### src/dcip_pkg.sv
// Constants and types for the channel data input port
package dcip_pkg;
  // Register offsets
  localparam logic [7:0] ADDR_MODE = 8'h20;
  localparam logic [7:0] ADDR_IFCFG = 8'h21;
  localparam logic [7:0] ADDR_CLKDIV = 8'h22;
  localparam logic [7:0] ADDR_CHEN = 8'h2e;
  localparam logic [7:0] ADDR_STATUS = 8'h2f;
  // Field positions
  localparam int MODE_QUAD_BIT = 3;
  localparam int MODE_PRIO_BIT = 2;
  localparam int IF_BW_LSB = 5;
  localparam int IF_DW_BIT = 4;
  localparam int IF_CPLX_BIT = 3;
  localparam int DIV_LSB = 4;
  localparam int ST_OVR_BIT = 0;
  localparam int ST_PAR_BIT = 1;
  localparam int ST_BUSY_BIT = 2;
  // Reset values
  localparam logic [7:0] MODE_RST = 8'h00;
  localparam logic [7:0] IFCFG_RST = 8'h00;
  localparam logic [7:0] CLKDIV_RST = 8'h10;
  localparam logic [7:0] CHEN_RST = 8'h0f;
  // Timing: data clock is converter clock / (16 * divider)
  localparam int DATA_CLK_BASE_DIV = 16;
  localparam int CHANZ_RATE_DIV = 48;
  localparam int QUAD_RATE_DIV = 16;
  localparam logic [1:0] BW_32 = 2'h3;
  localparam logic [1:0] STRAP_SETTLE = 2'h3;

  typedef enum logic [1:0] {ST_IDLE, ST_REQ, ST_COLLECT} dcip_phase_e;

  // One reassembled channel word, LSB justified
  typedef struct packed {
    logic [1:0] chan;
    logic quad;
    logic [15:0] data;
  } dcip_word_s;

  // Whole state of the port
  typedef struct packed {
    logic [31:0] sync1_data;
    logic [31:0] sync2_data;
    logic [2:0] sync1_par;
    logic [2:0] sync2_par;
    logic [1:0] sync1_strap;
    logic [1:0] sync2_strap;
    logic [1:0] strap_age;
    logic strap_ok;
    logic bus_cmos;
    logic ctrl_cmos;
    logic upconv;
    logic prio;
    logic [1:0] bw_code;
    logic dw16;
    logic cplx;
    logic [2:0] div;
    logic [3:0] chen;
    logic ovr;
    logic par_err;
    logic [7:0] rd_data;
    logic [6:0] cnt;
    logic dclk;
    logic req_pin;
    logic pend;
    dcip_phase_e phase;
    logic [7:0] xfer_cnt;
    logic [15:0] lo;
    logic [31:0] xfer;
    logic xfer_v;
    logic [1:0] sub;
    logic [1:0] piece;
    logic [15:0] acc;
    logic [3:0] word_ix;
    logic emit_v;
    dcip_word_s emit;
    dcip_word_s fifo0;
    dcip_word_s fifo1;
    logic [1:0] fcnt;
  } dcip_state_s;
endpackage

### src/dcip_input_port.sv
// Channel data input port: data clock, symbol request, word reassembly
`timescale 1ns/1ps
module dcip_input_port (
  // Clock and reset
  input wire logic i_sys_clk,
  input wire logic i_srst,
  // Straps
  input wire logic i_bus_type_strap,
  input wire logic i_ctrl_type_strap,
  // Data pins
  input wire logic [31:0] i_cmos_data,
  input wire logic [15:0] i_lvds_data,
  input wire logic i_parity_bit_low,
  input wire logic i_parity_bit_high,
  input wire logic i_parity_pair_pos,
  // Clock and request pins
  output logic o_single_ended_data_clock,
  output logic o_single_ended_symbol_request,
  output logic o_data_clock_pos,
  output logic o_data_clock_neg,
  output logic o_symbol_request_pos,
  output logic o_symbol_request_neg,
  // Symbol pacing from the rate converter
  input wire logic i_symbol_tick,
  // Register port
  input wire logic [7:0] i_reg_addr,
  input wire logic i_reg_wr_en,
  input wire logic [7:0] i_reg_wr_data,
  output logic [7:0] o_reg_rd_data,
  // Word stream toward the datapath
  output logic o_word_valid,
  output dcip_pkg::dcip_word_s o_word,
  input wire logic i_word_ready
);

  dcip_pkg::dcip_state_s s;
  dcip_pkg::dcip_state_s n;

  // Index of the k-th enabled channel when packing is on
  function automatic logic [1:0] nth_chan(input logic [3:0] en,
                                          input logic [1:0] k);
    logic [2:0] seen;
    logic [1:0] r;
    seen = 3'h0;
    r = 2'h0;
    for (int i = 0; i < 4; i++) begin
      if (en[i]) begin
        if (seen == {1'b0, k}) r = 2'(i);
        seen = seen + 3'h1;
      end
    end
    return r;
  endfunction

  logic [1:0] bw_code;
  logic dw16;
  logic cplx;
  logic ddr;
  logic [2:0] slots;
  logic [3:0] words;
  logic [7:0] bits;
  logic [7:0] bw;
  logic [2:0] bw_sh;
  logic [2:0] dw_sh;
  logic [7:0] xfers;
  logic a_mode;
  logic [1:0] per_x;
  logic [1:0] need;
  logic dclk_on;
  logic [6:0] period;
  logic [6:0] half;
  logic rise;
  logic fall;
  logic [31:0] cap;
  logic [31:0] shifted;
  logic [15:0] new_acc;
  logic [1:0] slot;
  logic keep;
  logic push;
  logic pop;
  dcip_pkg::dcip_word_s w;

  always_comb begin
    n = s;
    // Pin synchronisers; muxing sits before the first stage
    n.sync1_data = s.bus_cmos ? i_cmos_data : {16'h0000, i_lvds_data};
    n.sync2_data = s.sync1_data;
    n.sync1_par = {i_parity_pair_pos, i_parity_bit_high, i_parity_bit_low};
    n.sync2_par = s.sync1_par;
    n.sync1_strap = {i_ctrl_type_strap, i_bus_type_strap};
    n.sync2_strap = s.sync1_strap;

    // Straps are caught once the synchroniser has filled
    if (!s.strap_ok) begin
      n.strap_age = s.strap_age + 2'h1;
      if (s.strap_age == dcip_pkg::STRAP_SETTLE) begin
        n.strap_ok = 1'b1;
        n.bus_cmos = s.sync2_strap[0];
        n.ctrl_cmos = s.sync2_strap[1];
      end
    end

    // Effective format; upconverter mode overrides the fields
    bw_code = s.upconv ? dcip_pkg::BW_32 : s.bw_code;
    dw16 = s.upconv | s.dw16;
    cplx = s.upconv | s.cplx;
    ddr = !s.bus_cmos && (bw_code == dcip_pkg::BW_32);
    if (s.upconv) slots = 3'h1;
    else if (s.prio) slots = 3'h4;
    else slots = {2'b00, s.chen[0]} + {2'b00, s.chen[1]}
               + {2'b00, s.chen[2]} + {2'b00, s.chen[3]};
    words = cplx ? {slots, 1'b0} : {1'b0, slots};
    bits = dw16 ? {words, 4'h0} : {1'b0, words, 3'h0};
    bw_sh = {1'b0, bw_code} + 3'h2;
    bw = 8'h01 << bw_sh;
    dw_sh = dw16 ? 3'h4 : 3'h3;
    xfers = (bits + bw - 8'h01) >> bw_sh;
    a_mode = bw_sh >= dw_sh;
    per_x = a_mode ? 2'((4'h1 << (bw_sh - dw_sh)) - 4'h1) : 2'h0;
    need = a_mode ? 2'h0 : 2'((4'h1 << (dw_sh - bw_sh)) - 4'h1);

    // Data clock divider; 0, 3 and 5 to 7 leave the clock off
    dclk_on = (s.div == 3'h1) || (s.div == 3'h2) || (s.div == 3'h4);
    period = {4'h0, s.div} * 7'(dcip_pkg::DATA_CLK_BASE_DIV);
    half = {1'b0, s.div, 3'h0};
    rise = dclk_on && (s.cnt == 7'h00);
    fall = dclk_on && (s.cnt == half);
    if (!dclk_on || s.cnt == period - 7'h01) n.cnt = 7'h00;
    else n.cnt = s.cnt + 7'h01;
    n.dclk = dclk_on && (s.cnt < half);

    // Register writes and clear-on-write-one status
    if (i_reg_wr_en) begin
      case (i_reg_addr)
        dcip_pkg::ADDR_MODE: begin
          n.upconv = i_reg_wr_data[dcip_pkg::MODE_QUAD_BIT];
          n.prio = i_reg_wr_data[dcip_pkg::MODE_PRIO_BIT];
        end
        dcip_pkg::ADDR_IFCFG: begin
          n.bw_code = i_reg_wr_data[dcip_pkg::IF_BW_LSB +: 2];
          n.dw16 = i_reg_wr_data[dcip_pkg::IF_DW_BIT];
          n.cplx = i_reg_wr_data[dcip_pkg::IF_CPLX_BIT];
        end
        dcip_pkg::ADDR_CLKDIV: n.div = i_reg_wr_data[dcip_pkg::DIV_LSB +: 3];
        dcip_pkg::ADDR_CHEN: n.chen = i_reg_wr_data[3:0];
        dcip_pkg::ADDR_STATUS: begin
          if (i_reg_wr_data[dcip_pkg::ST_OVR_BIT]) n.ovr = 1'b0;
          if (i_reg_wr_data[dcip_pkg::ST_PAR_BIT]) n.par_err = 1'b0;
        end
        default: ;
      endcase
    end

    // Pending symbol; a tick in the issuing cycle is kept
    if (s.phase == dcip_pkg::ST_IDLE && rise && s.pend && words != 4'h0
        && s.fcnt == 2'h0 && !s.emit_v && !s.xfer_v) begin
      n.pend = 1'b0;
      n.phase = dcip_pkg::ST_REQ;
      n.xfer_cnt = 8'h00;
    end
    if (i_symbol_tick) n.pend = 1'b1;

    // Buffer: head pops on ready, emitted word pushes when room
    pop = (s.fcnt != 2'h0) && i_word_ready;
    keep = !(s.prio && !s.upconv && !s.chen[s.emit.chan]);
    push = s.emit_v && keep && (s.fcnt != 2'h2);
    if (s.emit_v && (!keep || push)) n.emit_v = 1'b0;
    if (pop) begin
      n.fifo0 = s.fifo1;
      n.fcnt = s.fcnt - 2'h1;
    end
    if (push) begin
      if (n.fcnt == 2'h0) n.fifo0 = s.emit;
      else n.fifo1 = s.emit;
      n.fcnt = n.fcnt + 2'h1;
    end

    // Unpacker: one channel word per cycle from the held transfer
    slot = cplx ? s.word_ix[2:1] : s.word_ix[1:0];
    w.chan = (s.prio || s.upconv) ? slot : nth_chan(s.chen, slot);
    w.quad = cplx & s.word_ix[0];
    shifted = s.xfer >> ({3'h0, s.sub} << dw_sh);
    w.data = dw16 ? shifted[15:0] : {8'h00, shifted[7:0]};
    new_acc = (bw_code == 2'h0) ? {s.acc[11:0], s.xfer[3:0]}
                                : {s.acc[7:0], s.xfer[7:0]};
    if (s.xfer_v && !n.emit_v) begin
      if (s.word_ix >= words) begin
        n.xfer_v = 1'b0;
      end else if (a_mode) begin
        n.emit = w;
        n.emit_v = 1'b1;
        n.word_ix = s.word_ix + 4'h1;
        if (s.sub == per_x || s.word_ix + 4'h1 == words) begin
          n.sub = 2'h0;
          n.xfer_v = 1'b0;
        end else begin
          n.sub = s.sub + 2'h1;
        end
      end else begin
        n.acc = new_acc;
        n.xfer_v = 1'b0;
        if (s.piece == need) begin
          n.emit = w;
          n.emit.data = dw16 ? new_acc : {8'h00, new_acc[7:0]};
          n.emit_v = 1'b1;
          n.word_ix = s.word_ix + 4'h1;
          n.piece = 2'h0;
        end else begin
          n.piece = s.piece + 2'h1;
        end
      end
    end

    // Request and capture sequence
    cap = ddr ? {s.sync2_data[15:0], s.lo} : s.sync2_data;
    case (s.phase)
      dcip_pkg::ST_IDLE: ;
      dcip_pkg::ST_REQ: begin
        n.word_ix = 4'h0;
        n.sub = 2'h0;
        n.piece = 2'h0;
        if (rise) begin
          n.phase = dcip_pkg::ST_COLLECT;
        end
      end
      dcip_pkg::ST_COLLECT: begin
        // Synchronised pins lag, so each half is taken late in its phase
        if (fall && ddr) n.lo = s.sync2_data[15:0];
        if (ddr ? rise : fall) begin
          // Single rate completes on the fall, double rate on the rise
          if (n.xfer_v) n.ovr = 1'b1;
          n.xfer = cap;
          n.xfer_v = 1'b1;
          if (bw_code[1]) begin
            if (s.bus_cmos) begin
              if (^cap[15:0] != s.sync2_par[0]) n.par_err = 1'b1;
              if (bw_code == dcip_pkg::BW_32 &&
                  ^cap[31:16] != s.sync2_par[1]) n.par_err = 1'b1;
            end else if (^s.sync2_data[15:0] != s.sync2_par[2]) begin
              n.par_err = 1'b1;
            end
          end
          n.xfer_cnt = s.xfer_cnt + 8'h01;
          if (s.xfer_cnt + 8'h01 >= xfers) n.phase = dcip_pkg::ST_IDLE;
        end
      end
      default: n.phase = dcip_pkg::ST_IDLE;
    endcase
    // Follows the next phase so the pin rises with the data clock pin
    n.req_pin = (n.phase == dcip_pkg::ST_REQ);

    // Registered read data
    case (i_reg_addr)
      dcip_pkg::ADDR_MODE:
        n.rd_data = {4'h0, s.upconv, s.prio, 2'h0};
      dcip_pkg::ADDR_IFCFG:
        n.rd_data = {1'b0, s.bw_code, s.dw16, s.cplx, 3'h0};
      dcip_pkg::ADDR_CLKDIV: n.rd_data = {1'b0, s.div, 4'h0};
      dcip_pkg::ADDR_CHEN: n.rd_data = {4'h0, s.chen};
      dcip_pkg::ADDR_STATUS:
        n.rd_data = {5'h00, s.phase != dcip_pkg::ST_IDLE, s.par_err, s.ovr};
      default: n.rd_data = 8'h00;
    endcase
  end

  // State register with synchronous reset
  always_ff @(posedge i_sys_clk) begin
    if (i_srst) begin
      s <= '0;
      s.upconv <= dcip_pkg::MODE_RST[dcip_pkg::MODE_QUAD_BIT];
      s.prio <= dcip_pkg::MODE_RST[dcip_pkg::MODE_PRIO_BIT];
      s.bw_code <= dcip_pkg::IFCFG_RST[dcip_pkg::IF_BW_LSB +: 2];
      s.dw16 <= dcip_pkg::IFCFG_RST[dcip_pkg::IF_DW_BIT];
      s.cplx <= dcip_pkg::IFCFG_RST[dcip_pkg::IF_CPLX_BIT];
      s.div <= dcip_pkg::CLKDIV_RST[dcip_pkg::DIV_LSB +: 3];
      s.chen <= dcip_pkg::CHEN_RST[3:0];
      s.phase <= dcip_pkg::ST_IDLE;
    end else begin
      s <= n;
    end
  end

  // Pin drive chosen by the caught control strap, pair drive until then; unused pins stay low
  assign o_single_ended_data_clock = s.ctrl_cmos & s.dclk;
  assign o_single_ended_symbol_request = s.ctrl_cmos & s.req_pin;
  assign o_data_clock_pos = !s.ctrl_cmos & s.dclk;
  assign o_data_clock_neg = !s.ctrl_cmos & !s.dclk;
  assign o_symbol_request_pos = !s.ctrl_cmos & s.req_pin;
  assign o_symbol_request_neg = !s.ctrl_cmos & !s.req_pin;
  assign o_reg_rd_data = s.rd_data;
  assign o_word_valid = s.fcnt != 2'h0;
  assign o_word = s.fifo0;

endmodule

### config.mk
export PLATFORM = sky130hd
export DESIGN_NAME = dcip_input_port
export DESIGN_NICKNAME = d
export VERILOG_FILES = /design/src/dcip_pkg.sv /design/src/dcip_input_port.sv
export SDC_FILE = /design/constraint.sdc
export NUM_CORES = 1
export LEC_CHECK = 0
export BUFFER_PORTS_ARGS = -buffer_cell sky130_fd_sc_hd__buf_2
export CORE_UTILIZATION = 40
export DETAILED_ROUTE_END_ITERATION = 8
export HOLD_SLACK_MARGIN = 0.03
export PLACE_DENSITY = 0.56
export SLEW_MARGIN = 15
export SYNTH_ARGS = -nofsm -noshare
export SYNTH_HDL_FRONTEND = slang
export SYNTH_SLANG_ARGS = --single-unit
### constraint.sdc
create_clock -name i_sys_clk -period 8.1 [get_ports i_sys_clk]
set_clock_uncertainty 0.05 [all_clocks]
set_input_delay 0.81 -clock i_sys_clk [delete_from_list [all_inputs] [get_ports i_sys_clk]]
set_output_delay 0.81 -clock i_sys_clk [all_outputs]
set_load 0.05 [all_outputs]
==> flow_metrics.py, run 1 <==
metrics = {
    "run_status": {
        "outcome": "finished, final reports clean",
    },
    "timing": {
        "maxSlewHeadroom": 0.261,
        "max_freq_mhz": 200,
        "worst_slack_ns": 3.10,
        "rsz0062_at_grt": "false",
        "period_share": 0.618,
        "final.min_clock_period_ns": 5.00,
        "finalMaxSlewViolations": 0,
        "worstMarginPinSlew_ns": 1.10,
        "finalHoldViolations": 0,
        "setup_viol": 0,
        "setup-tns-final_ns": 0,
    },
    "grt": {
        "antenna_found_initial": 0,
        "grt_pass1_vias": 8225,
        "overflow": 0,
        "grt_max_degree": 99,
        "grt_pass1_wl_mm": 42.2,
        "global_route.usage.total": 0.166,
    },
    "synth": {
        "synthArstFlopShare": 0,
        "synth_top_cell_by_area": "dfxtp_1",
        "yosysUniqueCellTypes": 59,
        "netlist_area_um2": 11900,
        "synthFlopType": "dfxtp_1",
        "synthTopCellsByArea": "dfxtp_1, mux2i_1, nor2_1",
        "yosys.area.top_type_share": 0.421,
        "syn_inst": 1319,
        "ys_ff_latch": 250,
        "avgSynthCellArea_um2": 9.01,
        "ys_warn_count": 0,
        "yosysSeqAreaShare": 0.421,
        "synth_edf_count": 0,
        "synth_nets": 1436,
    },
    "finish": {
        "drive_above_1_share": 0.125,
        "syn2layout_area_growth_pct": 12.8,
        "mostFrequentLayoutCell": "dfxtp_1",
        "diodes": 0,
        "final_cell_mix": "dfxtp_1, nor2_1, mux2i_1",
        "post-route-util": 0.463,
        "final_nets": 1477,
    },
    "power_and_ir_drop": {
        "ir_drop_uv": 128,
        "p_leak_nw": 5.47,
        "total_power_mw": 2.70,
        "cellPowerDensity_nw_per_um2": 201,
    },
    "min_path": {
        "hold_end": "s[222]$_SDFF_PP0_",
        "hold_depth": 1,
        "hp-class": "register to register",
        "worstHoldStart": "n[222]$_SDFF_PP0_",
    },
    "floorplan": {
        "rows": 62,
        "ios": 108,
        "die_x_um": 174,
        "die_height_um": 174,
        "start_util": 0.410,
        "core_area_um2": 28900,
        "dieArea_um2": 30400,
    },
    "detailed_routing": {
        "vias_per_cell": 4.98,
        "drt_iter0_markers": 417,
        "dr.pass1.iters": 5,
        "routedWlPerCell_um": 14.1,
        "drc_errors": 0,
        "route.final.wire_length_mm": 24.9,
        "num_vias": 8772,
        "ant_nets": 0,
    },
    "placement": {
        "hpwl_mm": 17.6,
        "port_buffers": 105,
        "dp_worst_setup_slack_ns": 3.04,
        "routabilityCongestion": 0.813,
    },
    "setup_path": {
        "worstPathCellList": "fa_1, ha_1, nor4b_1, a22oi_1, ha_1, inv_1, ha_1, a21oi_1, nor2b_1, o21a_1, nor2_1, xor2_1, o21a_1, o21ai_0, ha_1, a21o_1, a21oi_1, nor2b_1, o21ai_0, a211oi_1, o31ai_1",
        "critPathLaunchType": "register",
        "slowest_delay_ns": 0.53,
        "rr_endpoint": "s[142]$_SDFF_PP0_",
        "cp_slowest_cell": "nor4b_1",
        "reg2reg_from": "s[164]$_SDFFE_PP1P_",
        "crit_top_cell": "ha_1",
        "critPathMaxFanout": 7,
        "r2r_slack_ns": 3.10,
        "crit_buf_inv": 1,
        "rr_worst_depth": 21,
        "critPathKind": "register to register",
        "arrival_ns": 5.42,
        "required_ns": 8.51,
        "crit_path_end_kind": "register",
        "critPathTopFamily": "adder cells",
    },
    "clock_tree": {
        "clkSinkCount": 250,
        "insertion_delay_ns": 0.54,
        "cts_tree": "built",
        "cts_made_buffers": 28,
        "cts_setup_buffers": 0,
        "cts_root_buffer": "clkbuf_16",
        "clock_path_buffers": 3,
        "ctsResizeCount": 0,
        "cts_hold_buf": 0,
        "ctsHtreeMaxLevel": 1,
        "cts.reportedPaths.clkPinSlew_ns": 0.07,
    },
    "run": {
        "cap_viol_max_count": 0,
    },
}
-- area by class of cell --
cell class	instances	area [µm²]
Fill cell	2853	15500
Clock buffer	37	774
Inverter	33	124
Clock inverter	12	166
Timing Repair Buffer	116	614
Sequential cell	250	5000
Tap cell	384	480
Multi-Input combinational cell	931	6240
-- worst reg2reg max path: stages, from the launching register on --
cell and delay, ns:
dfxtp_1 0.49, fa_1 0.48, ha_1 0.32, nor4b_1 0.53, a22oi_1 0.15, ha_1 0.32, inv_1 0.04, ha_1 0.31
a21oi_1 0.31, nor2b_1 0.11, o21a_1 0.19, nor2_1 0.11, xor2_1 0.24, o21a_1 0.16, o21ai_0 0.08, ha_1 0.28
a21o_1 0.15, a21oi_1 0.14, nor2b_1 0.06, o21ai_0 0.15, a211oi_1 0.10, o31ai_1 0.19
-- metrics by stage --
step,area [µm²],std cells,hold slack [ns]
6_report,13400,1763,0.384
5_1_grt,13400,1763,0.401
4_1_cts,13400,1763,0.386
3_5_place_dp,12500,1714,0.372
3_3_place_gp,12500,1714,0.376
2_1_floorplan,11900,1319,0.364
-- metal layers --
layer,up-vias,routed length [µm],track usage
li1,4589,-,-
met1,3970,12700,0.239
met2,171,10600,0.257
met3,42,982,0.0234
met4,0,580,0.0464
met5,-,0,0
-- report_power, final --
part	total, mW	internal (mW)	switching [mW]
Clock	1.27	0.769	0.502
Combinational	0.164	0.0688	0.0952
Sequential	1.26	1.25	0.0133
Total	2.70	2.09	0.611
-- worst max-delay path by stage --
stage,start,end,cells past startpoint
floorplan,s[164]$_SDFFE_PP1P_,s[142]$_SDFF_PP0_,23
global placement,s[164]$_SDFFE_PP1P_,s[142]$_SDFF_PP0_,21
detailed placement,s[164]$_SDFFE_PP1P_,s[142]$_SDFF_PP0_,21
CTS,s[164]$_SDFFE_PP1P_,s[142]$_SDFF_PP0_,21
global route,s[164]$_SDFFE_PP1P_,s[142]$_SDFF_PP0_,22
finish,s[164]$_SDFFE_PP1P_,s[142]$_SDFF_PP0_,21
-- cell families after synthesis --
| group | Yosys count | synth area share |
|---|---|---|
| AND/OR/NAND/NOR | 444 | 0.175 |
| flip-flops | 250 | 0.421 |
| AO/OA/AOI/OAI | 233 | 0.125 |
| multiplexers | 139 | 0.118 |
| buffers and inverters | 138 | 0.0546 |
| XOR/XNOR | 69 | 0.0579 |
| adder cells (fa/ha/maj) | 44 | 0.0480 |
| other | 2 | 0.000632 |
-- sequential cells by signal, indices dropped and copies added, names as in the netlist --
signal         count
o_word            19
o_reg_rd_data      7
half               3
n                 37
s                184
-- Yosys cell counts (all sizes together) (6+ instances only) --
cell type and instances:
nand3b 10, xor2 20, clkbuf 47, a221oi 7, nor3 15, o21ai 50
and3 8, or3 6, mux2i 138, xnor2 43, nand2b 14, o221ai 11
nor2b 53, nand2 98, a21oi 69, nand3 29, a211oi 62, buf 58
dfxtp 250, inv 30, nor2 176, o22ai 6, and2 22, ha 40
Note: power is estimated with default switching activity, not from simulation.
==> run 2: changes to the inputs <==
ABC_AREA = 1   (was not set)
PLACE_DENSITY = 0.58   (was 0.56)
clock period = 4.04 ns   (was 8.1 ns; I/O delays follow)
==> flow_metrics.py, run 2 <==
metrics = {
    "run_status": {
        "outcome": "finished, violations left",
        "violations": "negative setup slack",
    },
    "power_and_ir_drop": {
        "ir_drop_uv": 364,
        "p_sw_frac": 0.247,
        "pwr-share-comb": 0.096,
        "total_power_mw": 5.79,
        "internal_power_mw": 4.36,
        "p_leak_nw": 6.58,
        "p_sw_mw": 1.43,
        "cellPowerDensity_nw_per_um2": 391,
        "clkPwrFrac": 0.461,
        "sequentialPowerShare": 0.443,
    },
    "finish": {
        "fillerInstances": 3098,
        "finalNonFillerCells": 2349,
        "post-route-util": 0.479,
        "mostFrequentLayoutCell": "nand2_1",
        "ff_latch_area_um2": 5010,
        "multiInputGateArea_um2": 6240,
        "regMostFlops": "s",
        "final_cell_mix": "nand2_1, dfxtp_1, inv_1",
        "drive_above_1_share": 0.121,
        "largest_reg_flops": 184,
        "final_nets": 2047,
        "syn2layout_area_growth_pct": 16.5,
    },
    "grt": {
        "grt_max_degree": 80,
        "grt_pass1_vias": 10600,
        "antenna_found_initial": 1,
        "grt_pass1_wl_mm": 52.0,
        "overflow": 0,
        "global_route.usage.total": 0.192,
    },
    "synth": {
        "synthArstFlopShare": 0,
        "avgSynthCellArea_um2": 6.91,
        "synthFlopType": "dfxtp_1",
        "synth_edf_count": 0,
        "yosys.area.top_type_share": 0.394,
        "synth_top_cell_by_area": "dfxtp_1",
        "ys_ff_latch": 250,
        "synthTopCellsByCount": "nand2_1, dfxtp_1, inv_1",
        "yosysMostFrequentCell": "nand2_1",
        "ys_warn_count": 0,
        "synth_nets": 1955,
        "synthTopCellsByArea": "dfxtp_1, nand2_1, o21ai_0",
        "syn_inst": 1838,
        "netlist_area_um2": 12700,
        "yosysSeqAreaShare": 0.394,
        "yosysUniqueCellTypes": 46,
    },
    "timing": {
        "setup_viol": 1,
        "whs_ns": 0.0561,
        "period_share": 1.06,
        "worstMarginPinSlew_ns": 1.06,
        "maxSlewHeadroom": 0.290,
        "finalHoldViolations": 0,
        "max_freq_mhz": 235,
        "worst_slack_ns": -0.222,
        "final.min_clock_period_ns": 4.26,
        "rsz0062_at_grt": "true",
        "finalMaxSlewViolations": 0,
    },
    "floorplan": {
        "start_util": 0.411,
        "die_x_um": 180,
        "rows": 64,
        "core_area_um2": 30900,
        "die_height_um": 180,
        "ios": 108,
        "dieArea_um2": 32500,
    },
    "clock_tree": {
        "insertion_delay_ns": 0.54,
        "cts_root_buffer": "clkbuf_16",
        "clkSinkCount": 250,
        "clock_path_buffers": 3,
        "cts.reportedPaths.clkPinSlew_ns": 0.06,
        "cts_made_buffers": 28,
        "cts_tree": "built",
        "ctsHtreeMaxLevel": 1,
    },
    "detailed_routing": {
        "wl_met1_mm": 15.1,
        "wl_met2_mm": 14.2,
        "route.final.wire_length_mm": 31.1,
        "topRoutingLayerUsed": "met4",
        "num_vias": 11500,
        "wl_met3_mm": 1.21,
        "drt_iter0_markers": 647,
        "ant_nets": 0,
        "drc_errors": 0,
        "routedWlPerCell_um": 13.2,
        "vias_per_cell": 4.88,
        "dr.pass1.iters": 5,
    },
    "setup_path": {
        "arrival_ns": 4.68,
        "critPathKind": "register to register",
        "crit_path_end_kind": "register",
        "required_ns": 4.46,
        "critPathLaunchType": "register",
        "critPathMaxFanout": 3,
    },
    "placement": {
        "hpwl_mm": 22.4,
        "dpl.cell_count": 2268,
        "routabilityCongestion": 0.827,
        "port_buffers": 105,
    },
    "run": {
        "cap_viol_max_count": 0,
    },
    "min_path": {
        "hp-class": "primary input to register",
    },
}
## run 2: power groups by stage
stage          logic [mW]  registers, mW  clock network, mW
6_report            0.556           2.56               2.67
3_5_place_dp        0.536           2.62                  0
4_1_cts             0.560           2.56               2.74
5_1_grt             0.636           2.57               2.85
3_3_place_gp        0.530           2.62                  0
2_1_floorplan       0.384           2.60                  0
## run 2: metal layers
layer / GRT usage / up-vias
met5: 0 / -
met4: 0.0485 / 0
met3: 0.0261 / 43
met2: 0.324 / 241
met1: 0.257 / 5089
li1: - / 6083
## run 2: layout make-up
type	instances	area share
timing repair buffer	173	0.0756
inverter	249	0.0633
multi-input combinational	1228	0.422
sequential	250	0.338
clock buffer	39	0.0563
tap	396	0.0335
antenna	1	0.000169
clock inverter	13	0.0108
## run 2: final timing paths
kind	endpoint	slack [ns]	cells past startpoint	start
setup / recovery	s[142]$_SDFF_PP0_	-0.22	25	s[163]$_SDFFE_PP1P_
hold / removal	n[192]$_SDFF_PP0_	0.06	3	i_lvds_data[1]
setup reg to reg	s[142]$_SDFF_PP0_	-0.22	25	s[163]$_SDFFE_PP1P_
hold reg to reg	s[219]$_SDFF_PP0_	0.35	2	n[219]$_SDFF_PP0_
## run 2: timing repair
action / in CTS / in global routing
resized for setup: 3 / 6
gates cloned: 0 / 0
endpoints found under the setup margin: 1 / 1
setup buffers: 1 / 0
pin swaps: 8 / 1
hold buffers: 27 / 0
hold endpoints to repair: 27 / 0
## run 2: kinds of logic (layout without fill, tap and decap cells)
group                      Yosys count  after routing  share of synthesized area
AOI/OAI and AO/OA                  434            434                      0.187
DFF                                250            250                      0.394
muxes                                1              1                   0.000788
xor gates and xnor gates            39             39                     0.0269
other                                2              3                   0.000591
buffers and inverters              360            474                      0.120
and+or+nand+nor                    709            709                      0.227
adders and majority gates           43             43                     0.0441
## run 2: critical path: stages, from the launching register on
cell	delay, ns
dfxtp_2	0.33
fa_1	0.49
ha_2	0.21
ha_4	0.28
nand2_4	0.06
o21ai_4	0.20
o21ai_2	0.07
ha_1	0.28
inv_2	0.07
ha_4	0.20
a21oi_2	0.13
inv_1	0.06
nand2_2	0.08
nand2_2	0.06
xor2_1	0.16
inv_1	0.07
o21ai_2	0.14
o221ai_2	0.11
ha_1	0.30
o21a_1	0.10
o21a_1	0.16
o21ai_1	0.11
a21oi_1	0.08
nor4_1	0.18
o21ai_1	0.09
a21oi_1	0.12
## run 2: metrics by stage
step	cell area, µm²	worst slack [ns]	setup TNS [ns]
5_1_grt	14800	-0.542	-0.542
3_5_place_dp	13500	-0.380	-0.380
6_report	14800	-0.222	-0.222
4_1_cts	14800	-0.245	-0.245
3_3_place_gp	13500	-0.333	-0.333
2_1_floorplan	12700	-0.102	-0.102
==> run 3: changes to the inputs <==
PLACE_DENSITY = 0.56   (was 0.58)
TNS_END_PERCENT = 30   (was not set)
clock period = 4.1 ns   (was 4.04 ns; I/O delays follow)
==> flow_metrics.py, run 3 (synthesis results as in run 2) <==
metrics = {
    "run_status": {
        "outcome": "finished, violations left",
        "violations": "negative setup slack",
    },
    "floorplan": {
        "die_height_um": 180,
        "dieArea_um2": 32500,
        "rows": 64,
        "die_x_um": 180,
        "ios": 108,
        "core_area_um2": 30900,
        "start_util": 0.411,
    },
    "grt": {
        "grt_max_degree": 57,
        "overflow": 0,
        "global_route.usage.total": 0.193,
        "antenna_found_initial": 0,
        "grt_pass1_vias": 10600,
        "grt_pass1_wl_mm": 52.5,
    },
    "finish": {
        "final_cell_mix": "nand2_1, dfxtp_1, inv_1",
        "multiInputGateArea_um2": 6450,
        "drive_above_1_share": 0.142,
        "syn2layout_area_growth_pct": 17.9,
        "regMostFlops": "s",
        "largest_reg_flops": 184,
        "fillerInstances": 3172,
        "mostFrequentLayoutCell": "nand2_1",
        "finalNonFillerCells": 2349,
        "ff_latch_area_um2": 5010,
        "final_nets": 2050,
        "diodes": 0,
    },
    "clock_tree": {
        "cts.reportedPaths.clkPinSlew_ns": 0.06,
        "clock_path_buffers": 3,
        "ctsHtreeMaxLevel": 1,
        "cts_made_buffers": 28,
        "cts_root_buffer": "clkbuf_16",
        "insertion_delay_ns": 0.54,
        "cts_tree": "built",
        "clkSinkCount": 250,
    },
    "timing": {
        "worst_slack_ns": -0.193,
        "max_freq_mhz": 233,
        "rsz0062_at_grt": "true",
        "maxSlewHeadroom": 0.291,
        "final.min_clock_period_ns": 4.29,
        "finalMaxSlewViolations": 0,
        "finalHoldViolations": 0,
        "worstMarginPinSlew_ns": 1.06,
        "setup_viol": 1,
        "period_share": 1.05,
    },
    "placement": {
        "hpwl_mm": 22.5,
        "port_buffers": 105,
        "routabilityCongestion": 0.853,
        "dp_worst_setup_slack_ns": -0.378,
        "dpl.cell_count": 2267,
    },
    "detailed_routing": {
        "dr.pass1.iters": 5,
        "num_vias": 11500,
        "ant_nets": 0,
        "drc_errors": 0,
        "drt_iter0_markers": 679,
        "routedWlPerCell_um": 13.4,
        "route.final.wire_length_mm": 31.4,
        "vias_per_cell": 4.90,
    },
    "power_and_ir_drop": {
        "p_leak_nw": 6.58,
        "cellPowerDensity_nw_per_um2": 368,
        "ir_drop_uv": 298,
    },
    "setup_path": {
        "required_ns": 4.51,
        "crit_path_end_kind": "register",
        "critPathMaxFanout": 4,
        "critPathLaunchType": "register",
        "arrival_ns": 4.71,
        "rr_worst_depth": 25,
        "critPathKind": "register to register",
    },
    "run": {
        "cap_viol_max_count": 0,
    },
    "min_path": {
        "hold_depth": 3,
        "hp-class": "primary input to register",
    },
}
run 3: changes by cell type in the layout (fill, tap and decap cells not counted), moves of 6 or more:
cell and delta:
o21ai_0 -16, o21ai_1 +6, nand3_1 -6, buf_4 +6, o21ai_2 +9, dlygate4sd3_1 -9
run 3: timing repair:
action                                 4_1_cts  5_1_grt
gates resized for setup                     13       62
setup endpoints to repair                    1       42
pin swaps                                   17       11
hold buffers                                18        0
cloned                                       0        3
endpoints found under the hold margin       18        0
setup buffers                                8        3
run 3: cell type report:
type / count / area share
Timing Repair inverter: 1 / 0.000418
Timing Repair Buffer: 175 / 0.0779
Sequential cell: 250 / 0.334
Clock inverter: 9 / 0.00518
Multi-Input combinational cell: 1228 / 0.431
Inverter: 249 / 0.0633
Clock buffer: 41 / 0.0548
Tap cell: 396 / 0.0331
run 3: final timing paths:
kind                  startpoint                 to  slack, ns
max          s[166]$_SDFFE_PP1P_  s[142]$_SDFF_PP0_      -0.19
min              i_cmos_data[31]  n[222]$_SDFF_PP0_       0.05
max reg2reg  s[166]$_SDFFE_PP1P_  s[142]$_SDFF_PP0_      -0.19
min reg2reg    n[211]$_SDFF_PP0_  s[211]$_SDFF_PP0_       0.35
run 3: stage by stage:
stage                     total power, mW   util  instance area, µm²  TNS (ns)  hold slack [ns]
final                                5.51  0.484               15000    -0.193           0.0487
after global routing                 5.75  0.484               15000     -2.60           0.0433
after CTS                            5.58  0.475               14700    -0.414           0.0307
after detailed placement             3.11  0.436               13500    -0.378            0.342
after global placement               3.10  0.436               13500    -0.279            0.343
after floorplan                      2.94      -               12700   -0.0423            0.338
run 3: layer usage:
layer  GRT usage  share of wire  up-vias
met2       0.325           0.46      213
met4      0.0468          0.021        0
met5           0              0        -
met3      0.0206          0.029       38
li1            -              -     6096
met1       0.262           0.49     5162
run 3: critical path, cell delays in order, from the launching register on:
cell	delay [ns]
dfxtp_2	0.33
fa_1	0.48
ha_2	0.20
ha_4	0.27
nand2_4	0.05
o21ai_4	0.20
inv_2	0.06
nand2_1	0.07
o21ai_2	0.06
ha_1	0.29
inv_2	0.05
ha_4	0.27
nand2_2	0.06
nand2_2	0.08
xor2_2	0.16
inv_1	0.07
o21ai_2	0.14
o221ai_2	0.12
ha_1	0.30
o21a_1	0.10
o21a_1	0.16
o21ai_1	0.11
a21oi_1	0.08
nor4_1	0.23
o21ai_1	0.10
a21oi_1	0.12
run 3: power breakdown:
part           switching (mW)  leakage (nW)  internal (mW)  total, mW
Clock                   0.994         0.436           1.44       2.44
Combinational           0.357          4.12          0.196      0.553
Sequential             0.0366          2.02           2.49       2.52
